File: config.mk
export PLATFORM = sky130hd
export DESIGN_NAME = rxd_dma_flat
export DESIGN_NICKNAME = d
export VERILOG_FILES = /design/src/design/rxd_pkg.sv /design/src/design/rxd_mem_if.sv /design/src/design/rxd_dma.sv /design/src/flat_wrapper.sv
export SDC_FILE = /design/constraint.sdc
export NUM_CORES = 1
export LEC_CHECK = 0
export BUFFER_PORTS_ARGS = -buffer_cell sky130_fd_sc_hd__buf_2
export CAP_MARGIN = 5
export CELL_PAD_IN_SITES_DETAIL_PLACEMENT = 1
export CELL_PAD_IN_SITES_GLOBAL_PLACEMENT = 2
export CORE_MARGIN = 2
export CORE_UTILIZATION = 41
export CTS_BUF_LIST = sky130_fd_sc_hd__clkbuf_16
export DETAILED_ROUTE_END_ITERATION = 12
export GPL_TIMING_DRIVEN = 0
export PLACE_DENSITY = 0.82
export SYNTH_ARGS = -nofsm -noshare
export SYNTH_HDL_FRONTEND = slang
export SYNTH_SLANG_ARGS = --single-unit
File: constraint.sdc
create_clock -name sys_clk -period 6.8 [get_ports sys_clk]
set_clock_uncertainty 0.1 [all_clocks]
set_input_delay 1.02 -clock sys_clk [delete_from_list [all_inputs] [get_ports sys_clk]]
set_output_delay 1.02 -clock sys_clk [all_outputs]
set_load 0.05 [all_outputs]
File: src/design/rxd_pkg.sv
// shared constants and types for the receive descriptor dma ends
package rxd_pkg;
   // =======================================================
   // descriptor layout, byte offsets within one descriptor
   localparam logic [31:0] RXD_W0_OFS = 32'h0000_0000;
   localparam logic [31:0] RXD_W1_OFS = 32'h0000_0004;
   localparam logic [31:0] RXD_DESC_BYTES = 32'h0000_0010;
   localparam logic [31:0] RXD_WORD_BYTES = 32'h0000_0004;
   localparam logic [10:0] RXD_WORD_BYTES_11 = 11'h004;
   localparam logic [13:0] RXD_WORD_BYTES_14 = 14'h0004;
   // =======================================================
   // status word fields
   localparam int RXD_OWN_BIT = 31;
   localparam int RXD_LEN_LSB = 16;
   localparam int RXD_LEN_W = 14;
   localparam int RXD_FS_BIT = 9;
   localparam int RXD_LS_BIT = 8;
   // =======================================================
   // control word fields
   localparam int RXD_BS_W = 11;
   localparam int RXD_BS1_LSB = 0;
   localparam int RXD_BS2_LSB = 11;
   localparam int RXD_CHAIN_BIT = 24;
   localparam int RXD_END_RING_BIT = 25;
   // =======================================================
   // bus control register skip length field
   localparam int RXD_SKIP_LSB = 2;
   localparam int RXD_SKIP_W = 5;
   localparam int RXD_SKIP_SHIFT = 2;
   // =======================================================
   // descriptor fetch word indices
   localparam logic [1:0] RXD_IDX_STATUS = 2'h0;
   localparam logic [1:0] RXD_IDX_CTRL = 2'h1;
   localparam logic [1:0] RXD_IDX_BUF1 = 2'h2;
   localparam logic [1:0] RXD_IDX_LAST = 2'h3;
   // =======================================================
   // receive dma states
   typedef enum logic [6:0] {
      RXD_IDLE = 7'h01,
      RXD_FETCH = 7'h02,
      RXD_SUSP = 7'h04,
      RXD_DATA = 7'h08,
      RXD_STAT = 7'h10,
      RXD_STATF = 7'h20,
      RXD_NEXT = 7'h40
   } rxd_state_t;
endpackage : rxd_pkg

File: src/design/rxd_mem_if.sv
// word bus between the receive dma master and host memory
interface rxd_mem_if;
   logic memReq;
   logic memWe;
   logic [31:0] memAddr;
   logic [31:0] memWdata;
   logic memAck;
   logic [31:0] memRdata;
   modport dev (
      output memReq,
      output memWe,
      output memAddr,
      output memWdata,
      input memAck,
      input memRdata
   );
   modport mem (
      input memReq,
      input memWe,
      input memAddr,
      input memWdata,
      output memAck,
      output memRdata
   );
endinterface : rxd_mem_if

File: src/design/rxd_dma.sv
// receive descriptor dma engine: mac stream to host memory buffers
// Function
// (RULE1) move buffered receive data to host memory
// (RULE2) start transfer when mac requests it
// (RULE3) write frame status into descriptor
// (RULE4) host lays descriptors as four long words
// (RULE5) first word holds reception status
// (RULE6) second word: structure type and buffer size
// (RULE7) last two words: buffer and next addresses
// (RULE8) frame may span descriptors and buffers
// (RULE9) ring, chain or mixed lists accepted
// (RULE10) ring descriptor points to two buffers
// (RULE11) host places ring descriptors back to back
// (RULE12) ring next uses skip length field
// (RULE13) first descriptor from list base input
// (RULE14) chained descriptor: one buffer, next pointer
// (RULE15) after last descriptor wrap to first
// (RULE16) 32-bit single reads and writes
module rxd_dma
   import rxd_pkg::*;
(
   input wire logic sys_clk,
   input wire logic arst_n,
   rxd_mem_if.dev bus,
   input wire logic [31:0] rxDescriptorListBase,
   input wire logic [31:0] busControlRegister,
   input wire logic pollDemand,
   input wire logic rxValid,
   input wire logic [31:0] rxData,
   input wire logic rxLast,
   input wire logic rxBad,
   output logic rxReady,
   output logic frameDone,
   output logic [RXD_LEN_W-1:0] frameLen,
   output logic suspended
);
   typedef struct packed {
      rxd_state_t st;
      logic started;
      logic req;
      logic we;
      logic [31:0] addr;
      logic [31:0] wdata;
      logic [1:0] wIdx;
      logic [31:0] cur;
      logic [31:0] first;
      logic [31:0] ctrl;
      logic [31:0] buf1;
      logic [31:0] wordThree;
      logic [31:0] bufPtr;
      logic onBuf2;
      logic [RXD_BS_W-1:0] rem;
      logic inFrame;
      logic frameEnd;
      logic [RXD_LEN_W-1:0] len;
      logic [1:0][33:0] fifo;
      logic wp;
      logic rp;
      logic [1:0] cnt;
      logic rdy;
      logic done;
      logic susp;
   } rxd_dma_state_t;

   rxd_dma_state_t s_reg, s_next;

   logic push, pop;
   logic [33:0] head;
   logic chain, endRing;
   logic [RXD_BS_W-1:0] size1, size2;
   logic [31:0] skipBytes, ringNext;

   assign head = s_reg.fifo[s_reg.rp];
   assign chain = s_reg.ctrl[RXD_CHAIN_BIT];
   assign endRing = s_reg.ctrl[RXD_END_RING_BIT];
   assign size1 = s_reg.ctrl[RXD_BS1_LSB +: RXD_BS_W];
   assign size2 = s_reg.ctrl[RXD_BS2_LSB +: RXD_BS_W];
   assign skipBytes = 32'(busControlRegister[RXD_SKIP_LSB +: RXD_SKIP_W])
      << RXD_SKIP_SHIFT;
   assign ringNext = s_reg.cur + RXD_DESC_BYTES + skipBytes; // (RULE12)

   // status word built from the running frame length
   function automatic logic [31:0] statusWord(
      input logic [RXD_LEN_W-1:0] n,
      input logic fs,
      input logic ls
   );
      logic [31:0] w;
      w = '0;
      w[RXD_LEN_LSB +: RXD_LEN_W] = n;
      w[RXD_FS_BIT] = fs;
      w[RXD_LS_BIT] = ls;
      return w; // own bit left clear hands the descriptor back
   endfunction : statusWord

   // =======================================================
   // two-entry buffer and dma sequencing
   always_comb begin
      s_next = s_reg;
      s_next.done = 1'b0;
      pop = 1'b0;
      push = rxValid && s_reg.rdy;
      unique case (s_reg.st)
         RXD_IDLE: begin
            if (!s_reg.started) begin
               s_next.started = 1'b1;
               s_next.cur = rxDescriptorListBase; // (RULE13)
            end else if (s_reg.cnt != 2'h0) begin
               s_next.st = RXD_FETCH; // (RULE2)
               s_next.req = 1'b1;
               s_next.we = 1'b0;
               s_next.wIdx = RXD_IDX_STATUS;
               s_next.addr = s_reg.cur + RXD_W0_OFS;
            end
         end
         RXD_FETCH: begin
            if (bus.memAck) begin
               s_next.wIdx = s_reg.wIdx + 2'h1;
               s_next.addr = s_reg.addr + RXD_WORD_BYTES; // (RULE16)
               unique case (s_reg.wIdx)
                  RXD_IDX_STATUS: begin
                     if (!bus.memRdata[RXD_OWN_BIT]) begin
                        s_next.st = RXD_SUSP;
                        s_next.req = 1'b0;
                        s_next.susp = 1'b1;
                     end
                  end
                  RXD_IDX_CTRL: s_next.ctrl = bus.memRdata; // (RULE6)
                  RXD_IDX_BUF1: s_next.buf1 = bus.memRdata; // (RULE7)
                  RXD_IDX_LAST: begin
                     s_next.wordThree = bus.memRdata; // (RULE7)
                     s_next.req = 1'b0;
                     s_next.st = RXD_DATA;
                     s_next.bufPtr = s_reg.buf1;
                     s_next.rem = size1;
                     s_next.onBuf2 = 1'b0;
                     if (!s_reg.inFrame) begin
                        s_next.inFrame = 1'b1;
                        s_next.first = s_reg.cur;
                        s_next.len = '0;
                     end
                  end
               endcase
            end
         end
         RXD_SUSP: begin
            // waits for software to hand descriptors back
            if (pollDemand) begin
               s_next.susp = 1'b0;
               s_next.st = RXD_FETCH;
               s_next.req = 1'b1;
               s_next.wIdx = RXD_IDX_STATUS;
               s_next.addr = s_reg.cur + RXD_W0_OFS;
            end
         end
         RXD_DATA: begin
            if (s_reg.req) begin
               if (bus.memAck) begin
                  pop = 1'b1; // (RULE1)
                  s_next.req = 1'b0;
                  s_next.bufPtr = s_reg.bufPtr + RXD_WORD_BYTES;
                  s_next.rem = (s_reg.rem > RXD_WORD_BYTES_11) ?
                     s_reg.rem - RXD_WORD_BYTES_11 : '0;
                  s_next.len = s_reg.len + RXD_WORD_BYTES_14;
                  if (head[32] && head[33]) begin
                     // bad frame: reuse the same descriptors
                     s_next.cur = s_reg.first;
                     s_next.inFrame = 1'b0;
                     s_next.st = RXD_IDLE;
                  end else if (head[32]) begin
                     s_next.frameEnd = 1'b1;
                     s_next.st = RXD_STAT; // (RULE3)
                     s_next.req = 1'b1;
                     s_next.we = 1'b1;
                     s_next.addr = s_reg.cur + RXD_W0_OFS; // (RULE5)
                     s_next.wdata = statusWord(s_next.len,
                        s_reg.first == s_reg.cur, 1'b1);
                  end
               end
            end else if (s_reg.rem == '0) begin
               if (!s_reg.onBuf2 && !chain && size2 != '0) begin
                  s_next.onBuf2 = 1'b1; // (RULE10)
                  s_next.bufPtr = s_reg.wordThree;
                  s_next.rem = size2;
               end else begin
                  // buffers full mid-frame: release and move on (RULE8)
                  s_next.st = RXD_STAT;
                  s_next.req = 1'b1;
                  s_next.we = 1'b1;
                  s_next.addr = s_reg.cur + RXD_W0_OFS; // (RULE5)
                  s_next.wdata = statusWord(s_reg.len,
                     s_reg.first == s_reg.cur, 1'b0);
               end
            end else if (s_reg.cnt != 2'h0) begin
               s_next.req = 1'b1;
               s_next.we = 1'b1;
               s_next.addr = s_reg.bufPtr;
               s_next.wdata = head[31:0]; // (RULE16)
            end
         end
         RXD_STAT: begin
            if (bus.memAck) begin
               // final status is copied into the frame's first descriptor
               if (s_reg.frameEnd && s_reg.first != s_reg.cur) begin
                  s_next.st = RXD_STATF; // (RULE3)
                  s_next.addr = s_reg.first + RXD_W0_OFS;
                  s_next.wdata[RXD_FS_BIT] = 1'b1;
               end else begin
                  s_next.req = 1'b0;
                  s_next.we = 1'b0;
                  s_next.st = RXD_NEXT;
               end
            end
         end
         RXD_STATF: begin
            if (bus.memAck) begin
               s_next.req = 1'b0;
               s_next.we = 1'b0;
               s_next.st = RXD_NEXT;
            end
         end
         RXD_NEXT: begin
            if (endRing) begin
               s_next.cur = rxDescriptorListBase; // (RULE15)
            end else if (chain) begin
               s_next.cur = s_reg.wordThree; // (RULE14)
            end else begin
               s_next.cur = ringNext; // (RULE9)
            end
            if (s_reg.frameEnd) begin
               s_next.frameEnd = 1'b0;
               s_next.inFrame = 1'b0;
               s_next.done = 1'b1;
               s_next.st = RXD_IDLE;
            end else begin
               s_next.st = RXD_FETCH; // (RULE8)
               s_next.req = 1'b1;
               s_next.wIdx = RXD_IDX_STATUS;
               s_next.addr = s_next.cur + RXD_W0_OFS;
            end
         end
      endcase
      if (push) begin
         s_next.fifo[s_reg.wp] = {rxBad, rxLast, rxData};
         s_next.wp = ~s_reg.wp;
      end
      if (pop) begin
         s_next.rp = ~s_reg.rp;
      end
      s_next.cnt = s_reg.cnt + {1'b0, push} - {1'b0, pop};
      // ready registered from the next fill so the mac sees a flop
      s_next.rdy = (s_next.cnt == 2'h0) ||
         (s_next.cnt == 2'h1 && !push);
   end

   always_ff @(posedge sys_clk or negedge arst_n) begin
      if (!arst_n) begin
         s_reg <= '0;
         s_reg.st <= RXD_IDLE;
      end else begin
         s_reg <= s_next;
      end
   end

   assign bus.memReq = s_reg.req;
   assign bus.memWe = s_reg.we;
   assign bus.memAddr = s_reg.addr;
   assign bus.memWdata = s_reg.wdata;
   assign rxReady = s_reg.rdy;
   assign frameDone = s_reg.done;
   assign frameLen = s_reg.len;
   assign suspended = s_reg.susp;
endmodule : rxd_dma

File: src/flat_wrapper.sv
// flat-port wrapper written by rule: the top's interface ports become plain ports
module rxd_dma_flat import rxd_pkg::*;
  (sys_clk, arst_n, rxDescriptorListBase, busControlRegister, pollDemand, rxValid, rxData, rxLast, rxBad, rxReady, frameDone, frameLen, suspended, bus_memReq, bus_memWe, bus_memAddr, bus_memWdata, bus_memAck, bus_memRdata);
  rxd_mem_if bus_i ();
  input wire logic sys_clk;
  input wire logic arst_n;
  input wire logic [31:0] rxDescriptorListBase;
  input wire logic [31:0] busControlRegister;
  input wire logic pollDemand;
  input wire logic rxValid;
  input wire logic [31:0] rxData;
  input wire logic rxLast;
  input wire logic rxBad;
  output logic rxReady;
  output logic frameDone;
  output logic [RXD_LEN_W-1:0] frameLen;
  output logic suspended;
  output wire logic [$bits(bus_i.memReq)-1:0] bus_memReq;
  output wire logic [$bits(bus_i.memWe)-1:0] bus_memWe;
  output wire logic [$bits(bus_i.memAddr)-1:0] bus_memAddr;
  output wire logic [$bits(bus_i.memWdata)-1:0] bus_memWdata;
  input wire logic [$bits(bus_i.memAck)-1:0] bus_memAck;
  input wire logic [$bits(bus_i.memRdata)-1:0] bus_memRdata;
  assign bus_memReq = bus_i.memReq;
  assign bus_memWe = bus_i.memWe;
  assign bus_memAddr = bus_i.memAddr;
  assign bus_memWdata = bus_i.memWdata;
  assign bus_i.memAck = bus_memAck;
  assign bus_i.memRdata = bus_memRdata;
  rxd_dma u_core (.sys_clk(sys_clk), .arst_n(arst_n), .bus(bus_i), .rxDescriptorListBase(rxDescriptorListBase), .busControlRegister(busControlRegister), .pollDemand(pollDemand), .rxValid(rxValid), .rxData(rxData), .rxLast(rxLast), .rxBad(rxBad), .rxReady(rxReady), .frameDone(frameDone), .frameLen(frameLen), .suspended(suspended));
endmodule
==> results of run 1 <==
[metrics by stage]
stage / std cells / instance area [µm²] / util, % / setup TNS (ps) / hold WS, ps
6_report: 3146 / 24200 / 48.1 / 0 / 274
5_1_grt: 3144 / 24200 / 48.1 / 0 / 302
4_1_cts: 3144 / 24200 / 48.1 / 0 / 288
3_5_place_dp: 3068 / 22900 / 45.4 / 0 / 374
3_3_place_gp: 3065 / 22800 / 45.2 / -990980 / 361
2_1_floorplan: 2205 / 21000 / - / 0 / 345
[critical path: stages (launching register included)]
cell and delay, ps:
dfrtp_1 370, buf_6 140, nor4_1 660, nand2_1 440
clkbuf_1 330, nor2_1 1130, nand2_1 200, clkbuf_1 360
inv_1 130, ha_1 230, inv_1 50, ha_1 150
xnor2_1 140, xnor2_1 170, a21oi_1 70
[how the worst max path moves through the flow]
stage,start,end
finish,u_core.s_reg[365],u_core.rxReady
global route,u_core.s_reg[365],u_core.rxReady
CTS,u_core.s_reg[365],u_core.rxReady
detailed placement,u_core.s_reg[365],u_core.rxReady
global placement,arst_n,u_core.s_reg[24]
floorplan,busControlRegister[3],u_core.bus.memAddr[9]
[area by class of cell]
class | count | area share [%]
buffer | 256 | 5.33
antenna | 2 | 0.0207
clock buffer | 43 | 4.44
multi-input combinational | 1562 | 43.7
timing repair buffer | 191 | 4.27
tap | 672 | 3.47
clock inverter | 33 | 0.997
inverter | 26 | 0.403
sequential | 361 | 37.3
[routing by layer]
metal	GRT usage (%)	vias to the layer above	share of wire (%)
li1	-	8476	-
met1	44.3	10012	40
met5	0	-	0.033
met4	19.6	6	6.1
met2	56.7	802	46
met3	7.60	250	7.3
[power by group]
group,switching [µW],leakage [µW],internal (µW)
clock network,972,0.000689,1260
logic,3950,0.00541,2180
registers,1060,0.00453,3130
[layout by cell type (no fill, tap or decap), drive strengths merged, types with 9 or more instances in the layout]
cell and instances:
a211oi 30, a21oi 166, a221oi 29, a22oi 21, a31oi 14, and2 12, and3 70, and4 9
buf 300, clkbuf 190, clkinv 18, dfrtp 360, ha 22, inv 37, mux2 205, mux2i 47
nand2 163, nand3 56, nand4 31, nor2 158, nor3 42, nor4 23, o211ai 10, o21ai 149
o22ai 13, o311ai 11, o31ai 50, o32ai 12, or3 12, xnor2 33, xor2 48
[cells by family (layout without fill, tap and decap cells)]
logic type | after synthesis | count (layout) | share of synthesized area, %
flip-flops | 361 | 361 | 43.0
XOR/XNOR | 81 | 81 | 3.38
AND/OR/NAND/NOR | 626 | 626 | 14.7
buffers and inverters | 282 | 549 | 6.61
adder cells (fa/ha/maj) | 23 | 23 | 1.41
other | 1 | 4 | 0.0179
AO/OA/AOI/OAI | 578 | 578 | 17.6
multiplexers | 252 | 252 | 13.2
==> impl_metrics.env, run 1 <==
export IMPL_grt_usage_pct=35.3
export IMPL_wl_per_cell_um=29.9
export IMPL_vias_per_cell=6.21
export IMPL_largest_register_ffs=278
export IMPL_multi_input_comb_area_um2=10600
export IMPL_synth_most_common_cell="dfrtp_1"
export IMPL_p_total_uw=12600
export IMPL_placementRows=82
export IMPL_vias=19546
export IMPL_finalCritPeriodShare_pct=71.0
export IMPL_htreeDepth=2
export IMPL_core_area_um2=50400
export IMPL_postRouteAntennaNets=0
export IMPL_cts_hold_buffers_added=0
export IMPL_nets=2599
export IMPL_register_area_um2=9030
export IMPL_r2r_start="u_core.s_reg[365]"
export IMPL_initialDrtViolationCount=1670
export IMPL_synth_area_leaders="dfrtp_1, mux2_2, a21oi_1, o21ai_0, nand2_1"
export IMPL_drv_cap=0
export IMPL_num_io_pins=218
export IMPL_cp_required_ps=7160
export IMPL_grt_pass1_vias=20456
export IMPL_area_growth_syn_to_layout_pct=15.3
export IMPL_wl_um=94200
export IMPL_r2r_slack_ps=1970
export IMPL_cp_end_kind="register"
export IMPL_drtPass1Iterations=5
export IMPL_hp_class="in2async"
export IMPL_yosys_top_cells_count="dfrtp_1, mux2_2, a21oi_1"
export IMPL_drc=0
export IMPL_cts_setup_buffers=0
export IMPL_ys_types=76
export IMPL_gp_congestion=0.979
export IMPL_status="finished clean"
export IMPL_dieArea_um2=53100
export IMPL_cts_tree="yes"
export IMPL_fp_dieW_um=230
export IMPL_clockBufferDepth=3
export IMPL_slew_violations=0
export IMPL_drive_gt1_share_pct=22.9
export IMPL_ys_ff_latch=361
export IMPL_antenna_found_initial=4
export IMPL_async_flop_share_pct=100
export IMPL_insertion_delay_ps=590
export IMPL_cts_clk_slew_worst_paths_ps=60
export IMPL_grt_setup_unrepaired="no"
export IMPL_finalSetupViolations=0
export IMPL_fill_cells=5847
export IMPL_clock_root_buffer="clkbuf_16"
export IMPL_slew_headroom_pct=2.79
export IMPL_yosysTopAreaCell="dfrtp_1"
export IMPL_path_class="reg2reg"
export IMPL_fmax_mhz=207
export IMPL_worst_setup_path_start_kind="register"
export IMPL_post_cts_resized=0
export IMPL_synth_edff_count=0
export IMPL_yosysTopAreaCellShare_pct=42.9
export IMPL_dp_worst_setup_slack_ps=2120
export IMPL_grt_ovfl_total=0
export IMPL_ir_worst_vdd_mv=0.247
export IMPL_port_buffers=188
export IMPL_timing_rr_end="u_core.rxReady"
export IMPL_finalCriticalPeriod_ps=4830
export IMPL_hpwl_um=70400
export IMPL_cp_max_fo=10
export IMPL_yosysSeqAreaShare_pct=43.0
export IMPL_initial_core_util_pct=41.7
export IMPL_powerDensity_nw_per_um2=518
export IMPL_cp_data_arrival_time_ps=5190
export IMPL_synth_ff_type="dfrtp_1"
export IMPL_hold_viol=0
export IMPL_clock_sinks=361
export IMPL_numCtsBuffers=43
export IMPL_reg2regPathDepth=14
export IMPL_grt_start_max_net_pins=121
export IMPL_synthesis_area_um2=21000
export IMPL_die_y_um=230
export IMPL_grt_first_pass_wirelength_um=138000
export IMPL_synthesis_yosys_warnings=0
export IMPL_syn_instance_count=2204
export IMPL_post_synth_cell_area_avg_um2=9.53
export IMPL_worstMarginPinSlew_ps=1450
export IMPL_power_leakage_uw=0.0106
export IMPL_setup_slack_ps=1970
(Power assumes the default switching activity.)
==> inputs of run 2 (changes only) <==
- CORE_UTILIZATION: 41 -> 34
- PLACE_DENSITY: 0.82 -> 0.73
- clock period: 6.8 -> 4.22 ns (I/O delays scaled with it)
==> run 2 against run 1 <==
First-iteration DRC count is 3.4% lower. Die area is 20% higher. Fmax is 15% higher. Hold slack worse by 77 ps. Sequential share of layout area is 0.32 points lower. Power is 62% higher. Combinational power is 61% higher. Final cell count is 3.9% higher. Flip-flop and latch count stayed put.
==> impl_metrics.env, run 2 (synthesis gave the netlist of run 1 again) <==
export IMPL_drtPass1Iterations=5
export IMPL_fmax_mhz=238
export IMPL_dieArea_um2=63800
export IMPL_vias=19453
export IMPL_vias_per_cell=5.95
export IMPL_powerDensity_nw_per_um2=831
export IMPL_wl_um=95500
export IMPL_drive_gt1_share_pct=23.2
export IMPL_slew_violations=0
export IMPL_clock_root_buffer="clkbuf_16"
export IMPL_power_leakage_uw=0.0107
export IMPL_numCtsBuffers=45
export IMPL_crit_slowest_cell="nor4_1"
export IMPL_initial_core_util_pct=34.2
export IMPL_hold_path_cell_count=2
export IMPL_antenna_found_initial=6
export IMPL_worstMarginPinSlew_ps=1200
export IMPL_layout_commonest_cell="dfrtp_1"
export IMPL_r2r_slack_ps=10
export IMPL_grt_usage_pct=29.8
export IMPL_grt_first_pass_wirelength_um=140000
export IMPL_path_class="reg2reg"
export IMPL_cp_required_ps=4600
export IMPL_path_cells="clkbuf_1 > xor2_1 > nor4_1 > nand4_1 > o21ai_1 > and2_1 > clkbuf_2 > clkbuf_1 > o21ai_0 > o31ai_1"
export IMPL_nets=2602
export IMPL_final_cell_mix="dfrtp_1, mux2_2, buf_2, a21oi_1, nand2_1"
export IMPL_status="finished clean"
export IMPL_finalCriticalPeriod_ps=4210
export IMPL_finalCritPeriodShare_pct=99.7
export IMPL_placementRows=91
export IMPL_drc=0
export IMPL_initialDrtViolationCount=1614
export IMPL_postRouteAntennaNets=0
export IMPL_hpwl_um=72700
export IMPL_hp_class="in2reg"
export IMPL_cp_num_buf_inv=3
export IMPL_htreeDepth=2
export IMPL_port_buffers=188
export IMPL_r2r_start="u_core.s_reg[287]"
export IMPL_largest_register_ffs=278
export IMPL_crit_family="buffers and inverters"
export IMPL_fill_cells=7040
export IMPL_finalSetupViolations=0
export IMPL_cp_max_fo=10
export IMPL_hold_viol=0
export IMPL_hold_path_end="u_core.s_reg[157]"
export IMPL_num_io_pins=218
export IMPL_fin_util_pct=39.8
export IMPL_grt_ovfl_total=0
export IMPL_timing_rr_end="u_core.bus.memAddr[26]"
export IMPL_cp_end_kind="register"
export IMPL_core_area_um2=61400
export IMPL_design_area_um2=24400
export IMPL_cts_clk_slew_worst_paths_ps=60
export IMPL_cp_data_arrival_time_ps=4590
export IMPL_area_growth_syn_to_layout_pct=16.3
export IMPL_worst_setup_path_start_kind="register"
export IMPL_holdCritStartpoint="bus_memRdata[22]"
export IMPL_grt_start_max_net_pins=114
export IMPL_gp_congestion=1.02
export IMPL_ir_worst_vdd_mv=0.376
export IMPL_clock_sinks=361
export IMPL_place_area_um2=23000
export IMPL_fp_dieW_um=253
export IMPL_slew_headroom_pct=20.3
export IMPL_clockBufferDepth=3
export IMPL_wl_per_cell_um=29.2
export IMPL_drv_cap=0
export IMPL_reg2regPathDepth=10
export IMPL_cts_tree="yes"
export IMPL_critical_path_max_stage_delay_ps=710
export IMPL_insertion_delay_ps=600
export IMPL_grt_setup_unrepaired="no"
export IMPL_startpoint="u_core.s_reg[287]"
export IMPL_grt_pass1_vias=20259
export IMPL_die_y_um=253
export IMPL_cpMostUsedCell="clkbuf_1"
-- run 2: worst max path at each step --
| stage | endpoint | slack, ps | cells after the start |
|---|---|---|---|
| 2_1_floorplan | u_core.bus.memAddr[9] | 1020 | 10 |
| 3_3_place_gp | u_core.bus.memWdata[16] | -5160 | 1 |
| 3_5_place_dp | u_core.rxReady | -510 | 14 |
| 4_1_cts | u_core.bus.memAddr[27] | 30 | 9 |
| 5_1_grt | u_core.bus.memAddr[26] | 8 | 10 |
| 6_report | u_core.bus.memAddr[26] | 10 | 10 |
-- run 2: timing repair --
item,CTS,global route
setup buffers,0,0
hold buffers,1,0
gates resized for setup,5,4
hold endpoints to repair,56,0
endpoints found under the setup margin,16,23
-- run 2: metal layers --
layer  share of wire [%]  track usage [%]
met4                 5.0             13.8
met3                 7.0             5.32
met1                  42             38.7
met5               0.063                0
met2                  46             48.3
-- run 2: stage by stage --
| step | setup TNS, ps | std cells | setup slack (ps) | hold WS [ps] | total power (µW) |
|---|---|---|---|---|---|
| 6_report | 0 | 3268 | 11.3 | 197 | 20300 |
| 2_1_floorplan | 0 | 2205 | 1020 | 237 | 12600 |
| 3_5_place_dp | -2780 | 3187 | -510 | 367 | 16500 |
| 5_1_grt | 0 | 3267 | 8.20 | 193 | 21300 |
| 3_3_place_gp | -1839290 | 3183 | -5160 | 363 | 16200 |
| 4_1_cts | 0 | 3268 | 25.7 | 171 | 20200 |
-- run 2: where the power goes --
part | internal, µW | switching, µW | total (µW)
Combinational | 3520 | 6350 | 9870
Clock | 2050 | 1600 | 3650
Sequential | 5040 | 1740 | 6780
-- run 2: layout make-up --
class,instances,area (µm²),share of cell area [%]
clock buffers,45,1130,4.61
multi-input cells,1562,10600,43.5
diodes,1,2.50,0.0102
clock inverters,35,211,0.866
flip-flops and latches,361,9030,37.0
inverters,26,97.6,0.400
well taps,790,988,4.05
plain buffers,255,1290,5.28
repair buffers,193,1050,4.30
==> inputs of run 3 (changes only) <==
==> constraint.sdc (replaced) <==
create_clock -name sys_clk -period 4.22 [get_ports sys_clk]
set_clock_uncertainty 0.1 [all_clocks]
set_input_delay 0.211 -clock sys_clk [delete_from_list [all_inputs] [get_ports sys_clk]]
set_output_delay 0.211 -clock sys_clk [all_outputs]
set_load 0.05 [all_outputs]
==> run 3 against run 2 <==
Via count is 2.1% higher. Non-clock buffer count grew 92. Flip-flop and latch count unchanged. First-iteration DRC count increased by 5.1%. Power rose by 0.43%. Routed wire length is 1.1% higher.
==> impl_metrics.env, run 3 (synthesis gave the netlist of run 1 again) <==
export IMPL_status="finished clean"
export IMPL_initialDrtViolationCount=1697
export IMPL_power_leakage_uw=0.0110
export IMPL_slew_violations=0
export IMPL_dieArea_um2=63800
export IMPL_timing_rr_end="u_core.bus.memWe"
export IMPL_antenna_found_initial=3
export IMPL_grt_ovfl_total=0
export IMPL_core_area_um2=61400
export IMPL_hold_path_end="u_core.s_reg[279]"
export IMPL_drv_cap=0
export IMPL_wl_per_cell_um=28.7
export IMPL_crit_family="buffers and inverters"
export IMPL_die_y_um=253
export IMPL_fmax_mhz=239
export IMPL_reg2regPathDepth=8
export IMPL_postRouteAntennaNets=0
export IMPL_grt_setup_unrepaired="no"
export IMPL_initial_core_util_pct=34.2
export IMPL_placementRows=91
export IMPL_ir_worst_vdd_mv=0.376
export IMPL_insertion_delay_ps=600
export IMPL_hold_viol=0
export IMPL_vias_per_cell=5.91
export IMPL_clock_root_buffer="clkbuf_16"
export IMPL_largest_register_ffs=278
export IMPL_p_total_uw=20400
export IMPL_worst_setup_path_start_kind="register"
export IMPL_critical_path_max_stage_delay_ps=700
export IMPL_cts_setup_buffers=0
export IMPL_clockBufferDepth=3
export IMPL_hpwl_um=72700
export IMPL_numCtsBuffers=45
export IMPL_cp_max_fo=10
export IMPL_design_area_um2=25300
export IMPL_slew_headroom_pct=21.5
export IMPL_drtPass1Iterations=5
export IMPL_r2r_slack_ps=40
export IMPL_final_cell_mix="dfrtp_1, mux2_2, buf_2, a21oi_1, nand2_1"
export IMPL_place_area_um2=23000
export IMPL_hold_path_cell_count=4
export IMPL_wl_um=96500
export IMPL_powerDensity_nw_per_um2=805
export IMPL_grt_pass1_vias=20747
export IMPL_hp_class="in2reg"
export IMPL_timing_hold_ws_ps=29.1
export IMPL_grt_start_max_net_pins=114
export IMPL_worstMarginPinSlew_ps=1180
export IMPL_holdCritStartpoint="rxDescriptorListBase[16]"
export IMPL_cp_data_arrival_time_ps=4510
export IMPL_area_growth_syn_to_layout_pct=20.7
export IMPL_num_io_pins=218
export IMPL_cts_tree="yes"
export IMPL_htreeDepth=2
export IMPL_drc=0
export IMPL_cts_clk_slew_worst_paths_ps=60
export IMPL_cp_required_ps=4550
export IMPL_finalCritPeriodShare_pct=99.2
export IMPL_gp_congestion=1.02
export IMPL_cp_end_kind="register"
export IMPL_layout_commonest_cell="dfrtp_1"
export IMPL_path_class="reg2reg"
export IMPL_clock_sinks=361
export IMPL_nets=2694
export IMPL_grt_first_pass_wirelength_um=142000
export IMPL_path_cells="nor3_1 > and3_1 > clkbuf_1 > clkbuf_2 > clkbuf_1 > o21ai_0 > a311oi_1 > o21ai_0"
export IMPL_cp_num_buf_inv=3
export IMPL_finalCriticalPeriod_ps=4180
export IMPL_fp_dieW_um=253
export IMPL_port_buffers=188
export IMPL_grt_usage_pct=30.1
export IMPL_finalSetupViolations=0
export IMPL_r2r_start="u_core.s_reg[369]"
export IMPL_vias=19863
export IMPL_drive_gt1_share_pct=22.4
export IMPL_crit_slowest_cell="a311oi_1"
[run 3: timing repair]
action                                  CTS  global route
hold buffers                             93             0
resized for setup                         5             4
endpoints found under the hold margin   238             0
endpoints found under the setup margin   16            23
[run 3: worst max-delay path by stage]
stage	startpoint	end	slack, ps	cells after the start
after CTS	u_core.chain	u_core.bus.memAddr[27]	30	9
after global routing	u_core.s_reg[287]	u_core.bus.memAddr[26]	8	10
final	u_core.s_reg[369]	u_core.bus.memWe	40	8
after floorplan	u_core.s_reg[365]	u_core.rxReady	1150	14
after detailed placement	u_core.s_reg[365]	u_core.rxReady	-510	14
after global placement	arst_n	u_core.bus.memWdata[16]	-4730	1
[run 3: cell type report]
cell class | count | area, µm²
Multi-Input combinational cell | 1562 | 10600
Antenna cell | 2 | 5.00
Timing Repair Buffer | 285 | 1970
Inverter | 26 | 97.6
Fill cell | 7022 | 36000
Tap cell | 790 | 988
Sequential cell | 361 | 9030
Clock inverter | 35 | 211
Buffer | 255 | 1290
Clock buffer | 45 | 1130
[run 3: layer usage]
metal | up-vias | share of wire, % | global-route usage, % | wire [µm]
met2 | 720 | 46 | 49.0 | 44900
met3 | 207 | 6.2 | 4.93 | 6020
met5 | - | 0.026 | 0 | 25
met1 | 10277 | 42 | 39.1 | 40700
li1 | 8655 | - | - | -
met4 | 4 | 5.1 | 14.2 | 4970
[run 3: power breakdown]
part           switching, µW  internal, µW  total (µW)
registers               1740          5040        6780
clock network           1600          2050        3650
logic                   6380          3580        9960
total                   9730         10700       20400
[run 3: tightest hold or removal path, cell delays in order]
cell	delay, ps
buf_2	110
and3_1	150
a211oi_1	50
a21oi_1	150
[run 3: stage by stage]
step / instances / setup WS [ps] / utilization [%] / TNS (ps)
3_3_place_gp: 3183 / -4730 / 37.4 / -1686940
3_5_place_dp: 3187 / -510 / 37.5 / -2780
4_1_cts: 3360 / 25.7 / 41.3 / 0
2_1_floorplan: 2205 / 1150 / - / 0
5_1_grt: 3359 / 8.21 / 41.3 / 0
6_report: 3361 / 35.8 / 41.3 / 0
